### src/core/rbc_pkg.sv
package rbc_pkg;

  // ==========================================================
  // Register map: word indices, byte address is four times the index.
  localparam logic [7:0] IDX_BIT_CTRL = 8'h0C;
  localparam logic [7:0] IDX_COLL_POS = 8'h0D;
  localparam logic [7:0] IDX_ERR      = 8'h20;
  localparam logic [7:0] IDX_IRQ_STAT = 8'h21;
  localparam logic [7:0] IDX_IRQ_MASK = 8'h22;

  // ==========================================================
  // Field positions.
  localparam int unsigned BC_KEEP_BIT   = 7;
  localparam int unsigned BC_ALIGN_LSB  = 4;
  localparam int unsigned BC_COLLISION_AS_INTEGRITY_ERROR_BIT = 3;
  localparam int unsigned BC_LAST_LSB   = 0;
  localparam int unsigned CP_VALID_BIT  = 7;
  localparam int unsigned EV_INTEG      = 0;
  localparam int unsigned EV_COLL       = 1;
  localparam int unsigned EV_DONE       = 2;
  localparam int unsigned EV_W          = 3;

  // ==========================================================
  // Reset values and limits.
  localparam logic [7:0]      BIT_CTRL_RST = 8'h00;
  localparam logic [7:0]      COLL_POS_RST = 8'h00;
  localparam logic [EV_W-1:0] EV_RST       = 3'h0;
  localparam logic [7:0]      COLL_LIMIT   = 8'h40;
  localparam logic [7:0]      IDX_SAT      = 8'hFF;

  // ==========================================================
  // Bus encodings.
  localparam logic [1:0] HTRANS_NONSEQ = 2'h2;
  localparam logic       HRESP_OKAY    = 1'b0;

  typedef enum logic {
    RBC_IDLE,
    RBC_RECV
  } rbc_rx_state_t;

endpackage

### src/core/rbc_bit_packer.sv
`timescale 1ns/1ps
module rbc_bit_packer (
  // Clock and reset
  input  wire logic       hclk,
  input  wire logic       hresetn,
  // Control
  input  wire logic       start,
  input  wire logic       finish,
  input  wire logic [2:0] align,
  // Bit stream
  input  wire logic       bit_valid,
  input  wire logic       bit_data,
  // Byte stream and tail count
  output logic            byte_valid,
  output logic [7:0]      byte_data,
  output logic [2:0]      tail_bits
);

  logic [2:0] pos_reg,   pos_next;
  logic [7:0] acc_reg,   acc_next;
  logic       bv_reg,    bv_next;
  logic [7:0] bd_reg,    bd_next;

  // ==========================================================
  // Packing.
  always_comb begin
    pos_next = pos_reg;
    acc_next = acc_reg;
    bv_next  = 1'b0;
    bd_next  = bd_reg;
    if (start) begin
      pos_next = align;
      acc_next = 8'h00;
    end else if (bit_valid) begin
      acc_next[pos_reg] = bit_data;
      pos_next          = pos_reg + 3'h1;
      if (pos_reg == 3'h7) begin
        bv_next  = 1'b1;
        bd_next  = acc_next;
        acc_next = 8'h00;
      end
    end else if (finish && pos_reg != 3'h0) begin
      bv_next  = 1'b1;
      bd_next  = acc_reg;
      acc_next = 8'h00;
    end
  end

  always_ff @(posedge hclk or negedge hresetn) begin
    if (!hresetn) begin
      pos_reg <= 3'h0;
      acc_reg <= 8'h00;
      bv_reg  <= 1'b0;
      bd_reg  <= 8'h00;
    end else begin
      pos_reg <= pos_next;
      acc_reg <= acc_next;
      bv_reg  <= bv_next;
      bd_reg  <= bd_next;
    end
  end

  assign byte_valid = bv_reg;
  assign byte_data  = bd_reg;
  // Bits filled in the final byte; zero means the byte was complete.
  assign tail_bits  = pos_reg;

endmodule

### src/core/rbc_core.sv
`timescale 1ns/1ps
// How it works
// - Without keep control, bits after collision zeroed
// - Alignment field sets first stored bit position
// - Alignment seven: next bit starts following byte
// - Zero alignment is byte-oriented, else bit-oriented
// - Optionally a collision raises integrity error
// - Last-byte count gives valid bits; zero full
// - Count written at end of bit-oriented frames only, cleared at start
// - Valid bit only for reportable first collision
// - Position is index of first collided bit
// - Only first sixty-four bit positions reportable
// - Alignment offset is included in position
// - Collision sets flag and records first position
// - Integrity error flagged, reception continues
module rbc_core (
  // Clock and reset
  input  wire logic        hclk,
  input  wire logic        hresetn,
  // AHB-Lite slave
  input  wire logic        hsel,
  input  wire logic [11:0] haddr,
  input  wire logic [1:0]  htrans,
  input  wire logic        hwrite,
  input  wire logic [2:0]  hsize,
  input  wire logic [31:0] hwdata,
  input  wire logic        hready,
  output logic             hreadyout,
  output logic             hresp,
  output logic [31:0]      hrdata,
  // Receive decoder
  input  wire logic        rx_start,
  input  wire logic        rx_bit_valid,
  input  wire logic        rx_bit,
  input  wire logic        rx_bit_coll,
  input  wire logic        rx_integ_err,
  input  wire logic        rx_end,
  // Receive FIFO side
  output logic             fifo_wr_valid,
  output logic [7:0]       fifo_wr_data,
  // Status and interrupt
  output logic             data_integrity_error_flag,
  output logic             collision_detected_flag,
  output logic             bit_oriented,
  output logic             irq
);

  // ==========================================================
  // Helpers.
  function automatic logic [7:0] reg_index(input logic [11:0] a);
    reg_index = a[9:2];
  endfunction

  function automatic logic [31:0] widen(input logic [7:0] v);
    widen = {24'h000000, v};
  endfunction

  // ==========================================================
  // Bus capture.
  logic       wr_pend_reg, wr_pend_next;
  logic [7:0] wr_idx_reg,  wr_idx_next;
  logic [31:0] rdata_reg,  rdata_next;
  logic       addr_take;

  // ==========================================================
  // Registers.
  localparam int unsigned EV_W_L = rbc_pkg::EV_W - 1;

  logic [7:0]      ctrl_reg,   ctrl_next;
  logic [7:0]      cpos_reg,   cpos_next;
  logic            integ_reg,  integ_next;
  logic            coll_reg,   coll_next;
  logic [EV_W_L:0] stat_reg,   stat_next;
  logic [EV_W_L:0] mask_reg,   mask_next;

  // ==========================================================
  // Receive tracking.
  rbc_pkg::rbc_rx_state_t st_reg, st_next;
  logic [7:0] idx_reg,   idx_next;
  logic       seen_reg,  seen_next;
  logic       bit_take;
  logic       bit_store;
  logic       rx_finish;
  logic [2:0] align;
  logic       keep_after;
  logic       no_coll;
  logic [2:0] tail_bits;
  logic [EV_W_L:0] ev;
  logic [EV_W_L:0] w1c;

  assign align      = ctrl_reg[rbc_pkg::BC_ALIGN_LSB +: 3];
  assign keep_after = ctrl_reg[rbc_pkg::BC_KEEP_BIT];
  assign no_coll    = ctrl_reg[rbc_pkg::BC_COLLISION_AS_INTEGRITY_ERROR_BIT];
  assign bit_take   = (st_reg == rbc_pkg::RBC_RECV) && rx_bit_valid;
  assign rx_finish  = (st_reg == rbc_pkg::RBC_RECV) && rx_end;

  // Zero replacement covers bits after the first collided one only.
  assign bit_store = rx_bit & (keep_after | ~seen_reg);

  // ==========================================================
  // Receive state.
  always_comb begin
    st_next   = st_reg;
    idx_next  = idx_reg;
    seen_next = seen_reg;
    case (st_reg)
      rbc_pkg::RBC_IDLE: begin
        if (rx_start) begin
          st_next = rbc_pkg::RBC_RECV;
        end
      end
      rbc_pkg::RBC_RECV: begin
        if (rx_end) begin
          st_next = rbc_pkg::RBC_IDLE;
        end
      end
      default: begin
        st_next = rbc_pkg::RBC_IDLE;
      end
    endcase
    if (rx_start) begin
      idx_next  = {5'h00, align};
      seen_next = 1'b0;
    end else if (bit_take) begin
      if (idx_reg != rbc_pkg::IDX_SAT) begin
        idx_next = idx_reg + 8'h01;
      end
      if (rx_bit_coll) begin
        seen_next = 1'b1;
      end
    end
  end

  always_ff @(posedge hclk or negedge hresetn) begin
    if (!hresetn) begin
      st_reg   <= rbc_pkg::RBC_IDLE;
      idx_reg  <= 8'h00;
      seen_reg <= 1'b0;
    end else begin
      st_reg   <= st_next;
      idx_reg  <= idx_next;
      seen_reg <= seen_next;
    end
  end

  // ==========================================================
  // Byte packing.
  rbc_bit_packer u_packer (
    .hclk       (hclk),
    .hresetn    (hresetn),
    .start      (rx_start),
    .finish     (rx_finish),
    .align      (align),
    .bit_valid  (bit_take),
    .bit_data   (bit_store),
    .byte_valid (fifo_wr_valid),
    .byte_data  (fifo_wr_data),
    .tail_bits  (tail_bits)
  );

  // ==========================================================
  // Events.
  always_comb begin
    ev = rbc_pkg::EV_RST;
    ev[rbc_pkg::EV_INTEG] = rx_integ_err | (bit_take & rx_bit_coll & no_coll);
    ev[rbc_pkg::EV_COLL]  = bit_take & rx_bit_coll;
    ev[rbc_pkg::EV_DONE]  = rx_finish;
  end

  // ==========================================================
  // Bus slave. Zero wait states; reads are captured in the address phase.
  assign addr_take = hsel && hready && (htrans == rbc_pkg::HTRANS_NONSEQ);

  always_comb begin
    wr_pend_next = 1'b0;
    wr_idx_next  = wr_idx_reg;
    rdata_next   = rdata_reg;
    if (addr_take) begin
      wr_pend_next = hwrite;
      wr_idx_next  = reg_index(haddr);
      if (!hwrite) begin
        case (reg_index(haddr))
          rbc_pkg::IDX_BIT_CTRL: rdata_next = widen(ctrl_reg);
          rbc_pkg::IDX_COLL_POS: rdata_next = widen(cpos_reg);
          rbc_pkg::IDX_ERR:      rdata_next = {30'h00000000, coll_reg, integ_reg};
          rbc_pkg::IDX_IRQ_STAT: rdata_next = {29'h00000000, stat_reg};
          rbc_pkg::IDX_IRQ_MASK: rdata_next = {29'h00000000, mask_reg};
          default:               rdata_next = 32'h00000000;
        endcase
      end
    end
  end

  always_ff @(posedge hclk or negedge hresetn) begin
    if (!hresetn) begin
      wr_pend_reg <= 1'b0;
      wr_idx_reg  <= 8'h00;
      rdata_reg   <= 32'h00000000;
    end else begin
      wr_pend_reg <= wr_pend_next;
      wr_idx_reg  <= wr_idx_next;
      rdata_reg   <= rdata_next;
    end
  end

  assign hreadyout = 1'b1;
  assign hresp     = rbc_pkg::HRESP_OKAY;
  assign hrdata    = rdata_reg;

  // ==========================================================
  // Register updates.
  always_comb begin
    ctrl_next  = ctrl_reg;
    cpos_next  = cpos_reg;
    integ_next = integ_reg;
    coll_next  = coll_reg;
    mask_next  = mask_reg;
    w1c        = rbc_pkg::EV_RST;
    if (wr_pend_reg) begin
      case (wr_idx_reg)
        rbc_pkg::IDX_BIT_CTRL: ctrl_next = hwdata[7:0];
        rbc_pkg::IDX_IRQ_STAT: w1c       = hwdata[EV_W_L:0];
        rbc_pkg::IDX_IRQ_MASK: mask_next = hwdata[EV_W_L:0];
        default:               ctrl_next = ctrl_reg;
      endcase
    end
    // Hardware beats a software write in the same cycle.
    if (rx_start) begin
      ctrl_next[rbc_pkg::BC_LAST_LSB +: 3] = 3'h0;
      cpos_next  = rbc_pkg::COLL_POS_RST;
      integ_next = 1'b0;
      coll_next  = 1'b0;
    end else begin
      if (rx_finish && bit_oriented) begin
        ctrl_next[rbc_pkg::BC_LAST_LSB +: 3] = tail_bits;
      end
      if (ev[rbc_pkg::EV_INTEG]) begin
        integ_next = 1'b1;
      end
      if (ev[rbc_pkg::EV_COLL]) begin
        coll_next = 1'b1;
      end
      if (ev[rbc_pkg::EV_COLL] && !seen_reg) begin
        if (idx_reg < rbc_pkg::COLL_LIMIT) begin
          cpos_next = {1'b1, idx_reg[6:0]};
        end else begin
          cpos_next = rbc_pkg::COLL_POS_RST;
        end
      end
    end
    // Sticky events survive a clear in the same cycle.
    stat_next = (stat_reg & ~w1c) | ev;
  end

  always_ff @(posedge hclk or negedge hresetn) begin
    if (!hresetn) begin
      ctrl_reg  <= rbc_pkg::BIT_CTRL_RST;
      cpos_reg  <= rbc_pkg::COLL_POS_RST;
      integ_reg <= 1'b0;
      coll_reg  <= 1'b0;
      stat_reg  <= rbc_pkg::EV_RST;
      mask_reg  <= rbc_pkg::EV_RST;
    end else begin
      ctrl_reg  <= ctrl_next;
      cpos_reg  <= cpos_next;
      integ_reg <= integ_next;
      coll_reg  <= coll_next;
      stat_reg  <= stat_next;
      mask_reg  <= mask_next;
    end
  end

  // ==========================================================
  // Outputs.
  assign bit_oriented              = (align != 3'h0);
  assign data_integrity_error_flag = integ_reg;
  assign collision_detected_flag   = coll_reg;
  assign irq                       = |(stat_reg & mask_reg);

endmodule

### config.mk
export PLATFORM = sky130hd
export DESIGN_NAME = rbc_core
export DESIGN_NICKNAME = d
export VERILOG_FILES = /design/src/core/rbc_pkg.sv /design/src/core/rbc_bit_packer.sv /design/src/core/rbc_core.sv
export SDC_FILE = /design/constraint.sdc
export NUM_CORES = 1
export LEC_CHECK = 0
export ABC_AREA = 1
export BUFFER_PORTS_ARGS = -buffer_cell sky130_fd_sc_hd__buf_2
export CAP_MARGIN = 20
export CORE_ASPECT_RATIO = 0.7
export CORE_MARGIN = 5
export CORE_UTILIZATION = 48
export CTS_BUF_LIST = sky130_fd_sc_hd__clkbuf_16
export DETAILED_ROUTE_END_ITERATION = 6
export GPL_TIMING_DRIVEN = 0
export HOLD_SLACK_MARGIN = 0.08
export PLACE_DENSITY = 0.83
export SYNTH_ARGS = -nofsm -noshare
export SYNTH_HDL_FRONTEND = slang
export SYNTH_SLANG_ARGS = --single-unit
### constraint.sdc
create_clock -name hclk -period 1.4 [get_ports hclk]
set_input_delay 0.35 -clock hclk [delete_from_list [all_inputs] [get_ports hclk]]
set_output_delay 0.35 -clock hclk [all_outputs]
set_load 0.01 [all_outputs]
==> metrics.txt <==
ys async rst share=1.00; maximum number of pins on one net before global-route repair=72; pin slew with the least headroom to its limit=0.887 ns; Worst Setup End Kind=flop; ratio of cells with drive above 1 in the final layout=0.342; relative slew slack=0.409; Critical Path Start Type=flop; Final Core Density=0.651; detailed-routing iteration count for the pre-antenna-repair pass=5; Synth Cell Area=3920 sq um; most common cell in the synthesized netlist=sky130_fd_sc_hd__nand2_1; routed wire length=11,100 um; CTS buffer count=9; global-route usage over all layers=0.214; Ys Warns=0; number of distinct library cells after synthesis=39; Max rail drop VDD=0.000633 V; failing checks=negative setup slack; Rows=27; highest attainable clock frequency=0.670 GHz; number of slew-limit violations in the final report=0; Pleak=2.66 nW; setup repair after global routing missed its margin=true; half-perimeter wire length after detailed placement=7070 um; number of endpoints with negative hold slack in the final report=0; biggest area contributors in the synthesized netlist=sky130_fd_sc_hd__dfrtp_1 45%, sky130_fd_sc_hd__nand2_1 13%, sky130_fd_sc_hd__inv_1 5.3%; EDFF count, synth=0; total power divided by cell area=around 1200 nW/um^2; n_diodes=0; Final Setup Violations=29; DRC errors left=0; layout net count=~660; peak fanout along the critical path=5; number of global-route vias before repair=3,586; Avg Vias per Cell=approximately 5.3; clock root cell=sky130_fd_sc_hd__clkbuf_16; share of the synthesized area in the top cell type=0.454; sequential-to-total area share from yosys stat=0.454; synth cell count leaders=136 x sky130_fd_sc_hd__nand2_1, 71 x sky130_fd_sc_hd__dfrtp_1, 55 x sky130_fd_sc_hd__inv_1; register-to-register setup slack=-0.09 ns; Iter 0 DRT Violations=between 300 and 400; routed via count=3,740; largest area contributor in the netlist=sky130_fd_sc_hd__dfrtp_1; status=complete, but fails checks; post-detailed-route count of antenna-violating nets=0; worst hold path type=primary input to asynchronous set/reset pin; register clock-pin slew on the reported worst setup and hold paths=0.06 ns; design area=5140 sq um; routability congestion estimate from global placement=0.890; CTS sink count=between 70 and 80; clock buffer depth=2; final period demand of the worst path=about 1.5 ns; final worst-path cycle share=1.07; count of cells along the worst register-to-register path=9; Post-synth top flop=sky130_fd_sc_hd__dfrtp_1; global-route wire length before repair=about 17,000 um; die boundary width=118 um; port buffer count=49; data arrival time of the worst path=1.72 ns; CTS tree=yes; count of mapped cells out of synthesis=491; instance area at placement=4380 sq um; number of max-cap violations=0; CTS HTree Levels=3; Syn Area/Cell=7.97 sq um; layout overhead on the synthesized area=31.4%; count of state elements after synthesis=71; worst setup path category=flop to flop; critical register-to-register path startpoint=u_packer.tail_bits[1]; boundary pin count=around 110; routed length per placed instance=roughly 16 um; core region area=7910 sq um; grt ovf=0; Crit path required time=between 1.5 and 2 ns; initial antenna violation count=0; worst-skew pair later-pin latency=0.33 ns; crit path setup slack, layout=-0.0919 ns; Final Skew=around 0.0056 ns; overall die height=roughly 86 um; r2r endpoint=u_packer.byte_data[6]; CTS hold repair buffers=0; initial standard-cell utilization of the core=0.495; Die Area=10,100 sq um
==> cell usage in the layout, fill, tap and decap left out, types with 8 or more instances in the layout <==
| cell type | n |
|---|---|
| sky130_fd_sc_hd__o21ai_1 | 18 |
| sky130_fd_sc_hd__o21ai_2 | 17 |
| sky130_fd_sc_hd__inv_1 | 49 |
| sky130_fd_sc_hd__nand2_2 | 12 |
| sky130_fd_sc_hd__a21oi_1 | 10 |
| sky130_fd_sc_hd__buf_2 | 51 |
| sky130_fd_sc_hd__nor2_1 | 21 |
| sky130_fd_sc_hd__nand2_1 | 125 |
| sky130_fd_sc_hd__clkbuf_16 | 10 |
| sky130_fd_sc_hd__conb_1 | 26 |
| sky130_fd_sc_hd__nand2_4 | 8 |
| sky130_fd_sc_hd__dfrtp_1 | 70 |
| sky130_fd_sc_hd__buf_4 | 47 |
| sky130_fd_sc_hd__inv_2 | 8 |
| sky130_fd_sc_hd__nand3_1 | 37 |
| sky130_fd_sc_hd__o21ai_0 | 20 |
==> cell type report <==
cell class | instances | area (sq um)
inverters | 61 | 241
flip-flops and latches | 71 | 1780
multi-input cells | 348 | 1960
clock buffers | 9 | 225
repair buffers | 71 | 438
clock inverters | 7 | 97.6
well taps | 101 | 126
plain buffers | 36 | 282
fillers | 601 | 2760
==> worst max-delay path, cell delays in order, from the launching register on <==
cell	delay [ns]
sky130_fd_sc_hd__dfrtp_1	0.44
sky130_fd_sc_hd__ha_4	0.20
sky130_fd_sc_hd__ha_4	0.16
sky130_fd_sc_hd__nor2_4	0.13
sky130_fd_sc_hd__nor2_4	0.07
sky130_fd_sc_hd__nand2_4	0.10
sky130_fd_sc_hd__buf_6	0.13
sky130_fd_sc_hd__a21oi_2	0.03
sky130_fd_sc_hd__nand2_1	0.08
sky130_fd_sc_hd__nand2_1	0.05
==> power by group <==
group	switching [W]	internal (W)	total [W]
Combinational	0.000751	0.000485	0.00124
Sequential	0.000174	0.00226	0.00243
Clock	0.000884	0.00156	0.00244
Total	0.00181	0.00430	0.00611
==> repair_timing <==
action / CTS / global route
cloned: 2 / 2
resized for setup: 27 / 55
endpoints found under the setup margin: 22 / 49
buffers inserted: 10 / 9
pin swaps: 6 / 15
==> worst max-delay path by stage <==
stage | cells after the start | slack (ns) | startpoint | end
6_report | 9 | -0.09 | u_packer.tail_bits[1] | u_packer.byte_data[6]
5_1_grt | 6 | -0.15 | wr_idx_reg[6] | ctrl_reg[1]
3_5_place_dp | 8 | -0.19 | haddr[8] | hrdata[3]
4_1_cts | 9 | -0.06 | u_packer.tail_bits[0] | u_packer.byte_data[6]
3_3_place_gp | 1 | -0.37 | hresetn | mask_reg[2]
2_1_floorplan | 9 | 0.001 | u_packer.tail_bits[0] | u_packer.byte_data[6]
==> kinds of logic (layout without fill, tap and decap cells) <==
group / count (synthesis) / count (layout) / synth area share
AO/OA/AOI/OAI: 87 / 87 / 0.135
XOR/XNOR: 1 / 1 / 0.00224
adder cells (fa/ha/maj): 4 / 4 / 0.0128
buffers and inverters: 97 / 184 / 0.128
flip-flops: 71 / 71 / 0.454
other: 2 / 26 / 0.00192
AND/OR/NAND/NOR: 229 / 230 / 0.267
==> per-stage QoR <==
step	setup slack (ns)	total power, W	instances	setup TNS (ns)	hold slack [ns]
floorplan	0.00123	0.00307	515	0	0.0544
global placement	-0.369	0.00336	665	-27.88	0.458
detailed placement	-0.188	0.00341	665	-3.12	0.464
CTS	-0.0620	0.00594	693	-0.185	0.175
global route	-0.146	0.00638	704	-2.64	0.233
finish	-0.0919	0.00611	704	-0.875	0.132
==> routing by layer <==
layer | up-vias | share of wire | track usage
li1 | 1750 | - | -
met1 | 1741 | 0.40 | 0.270
met2 | 210 | 0.48 | 0.346
met3 | 39 | 0.091 | 0.0620
met4 | 0 | 0.034 | 0.0906
met5 | - | 0 | 0
Note: power is estimated with default switching activity, not from simulation.
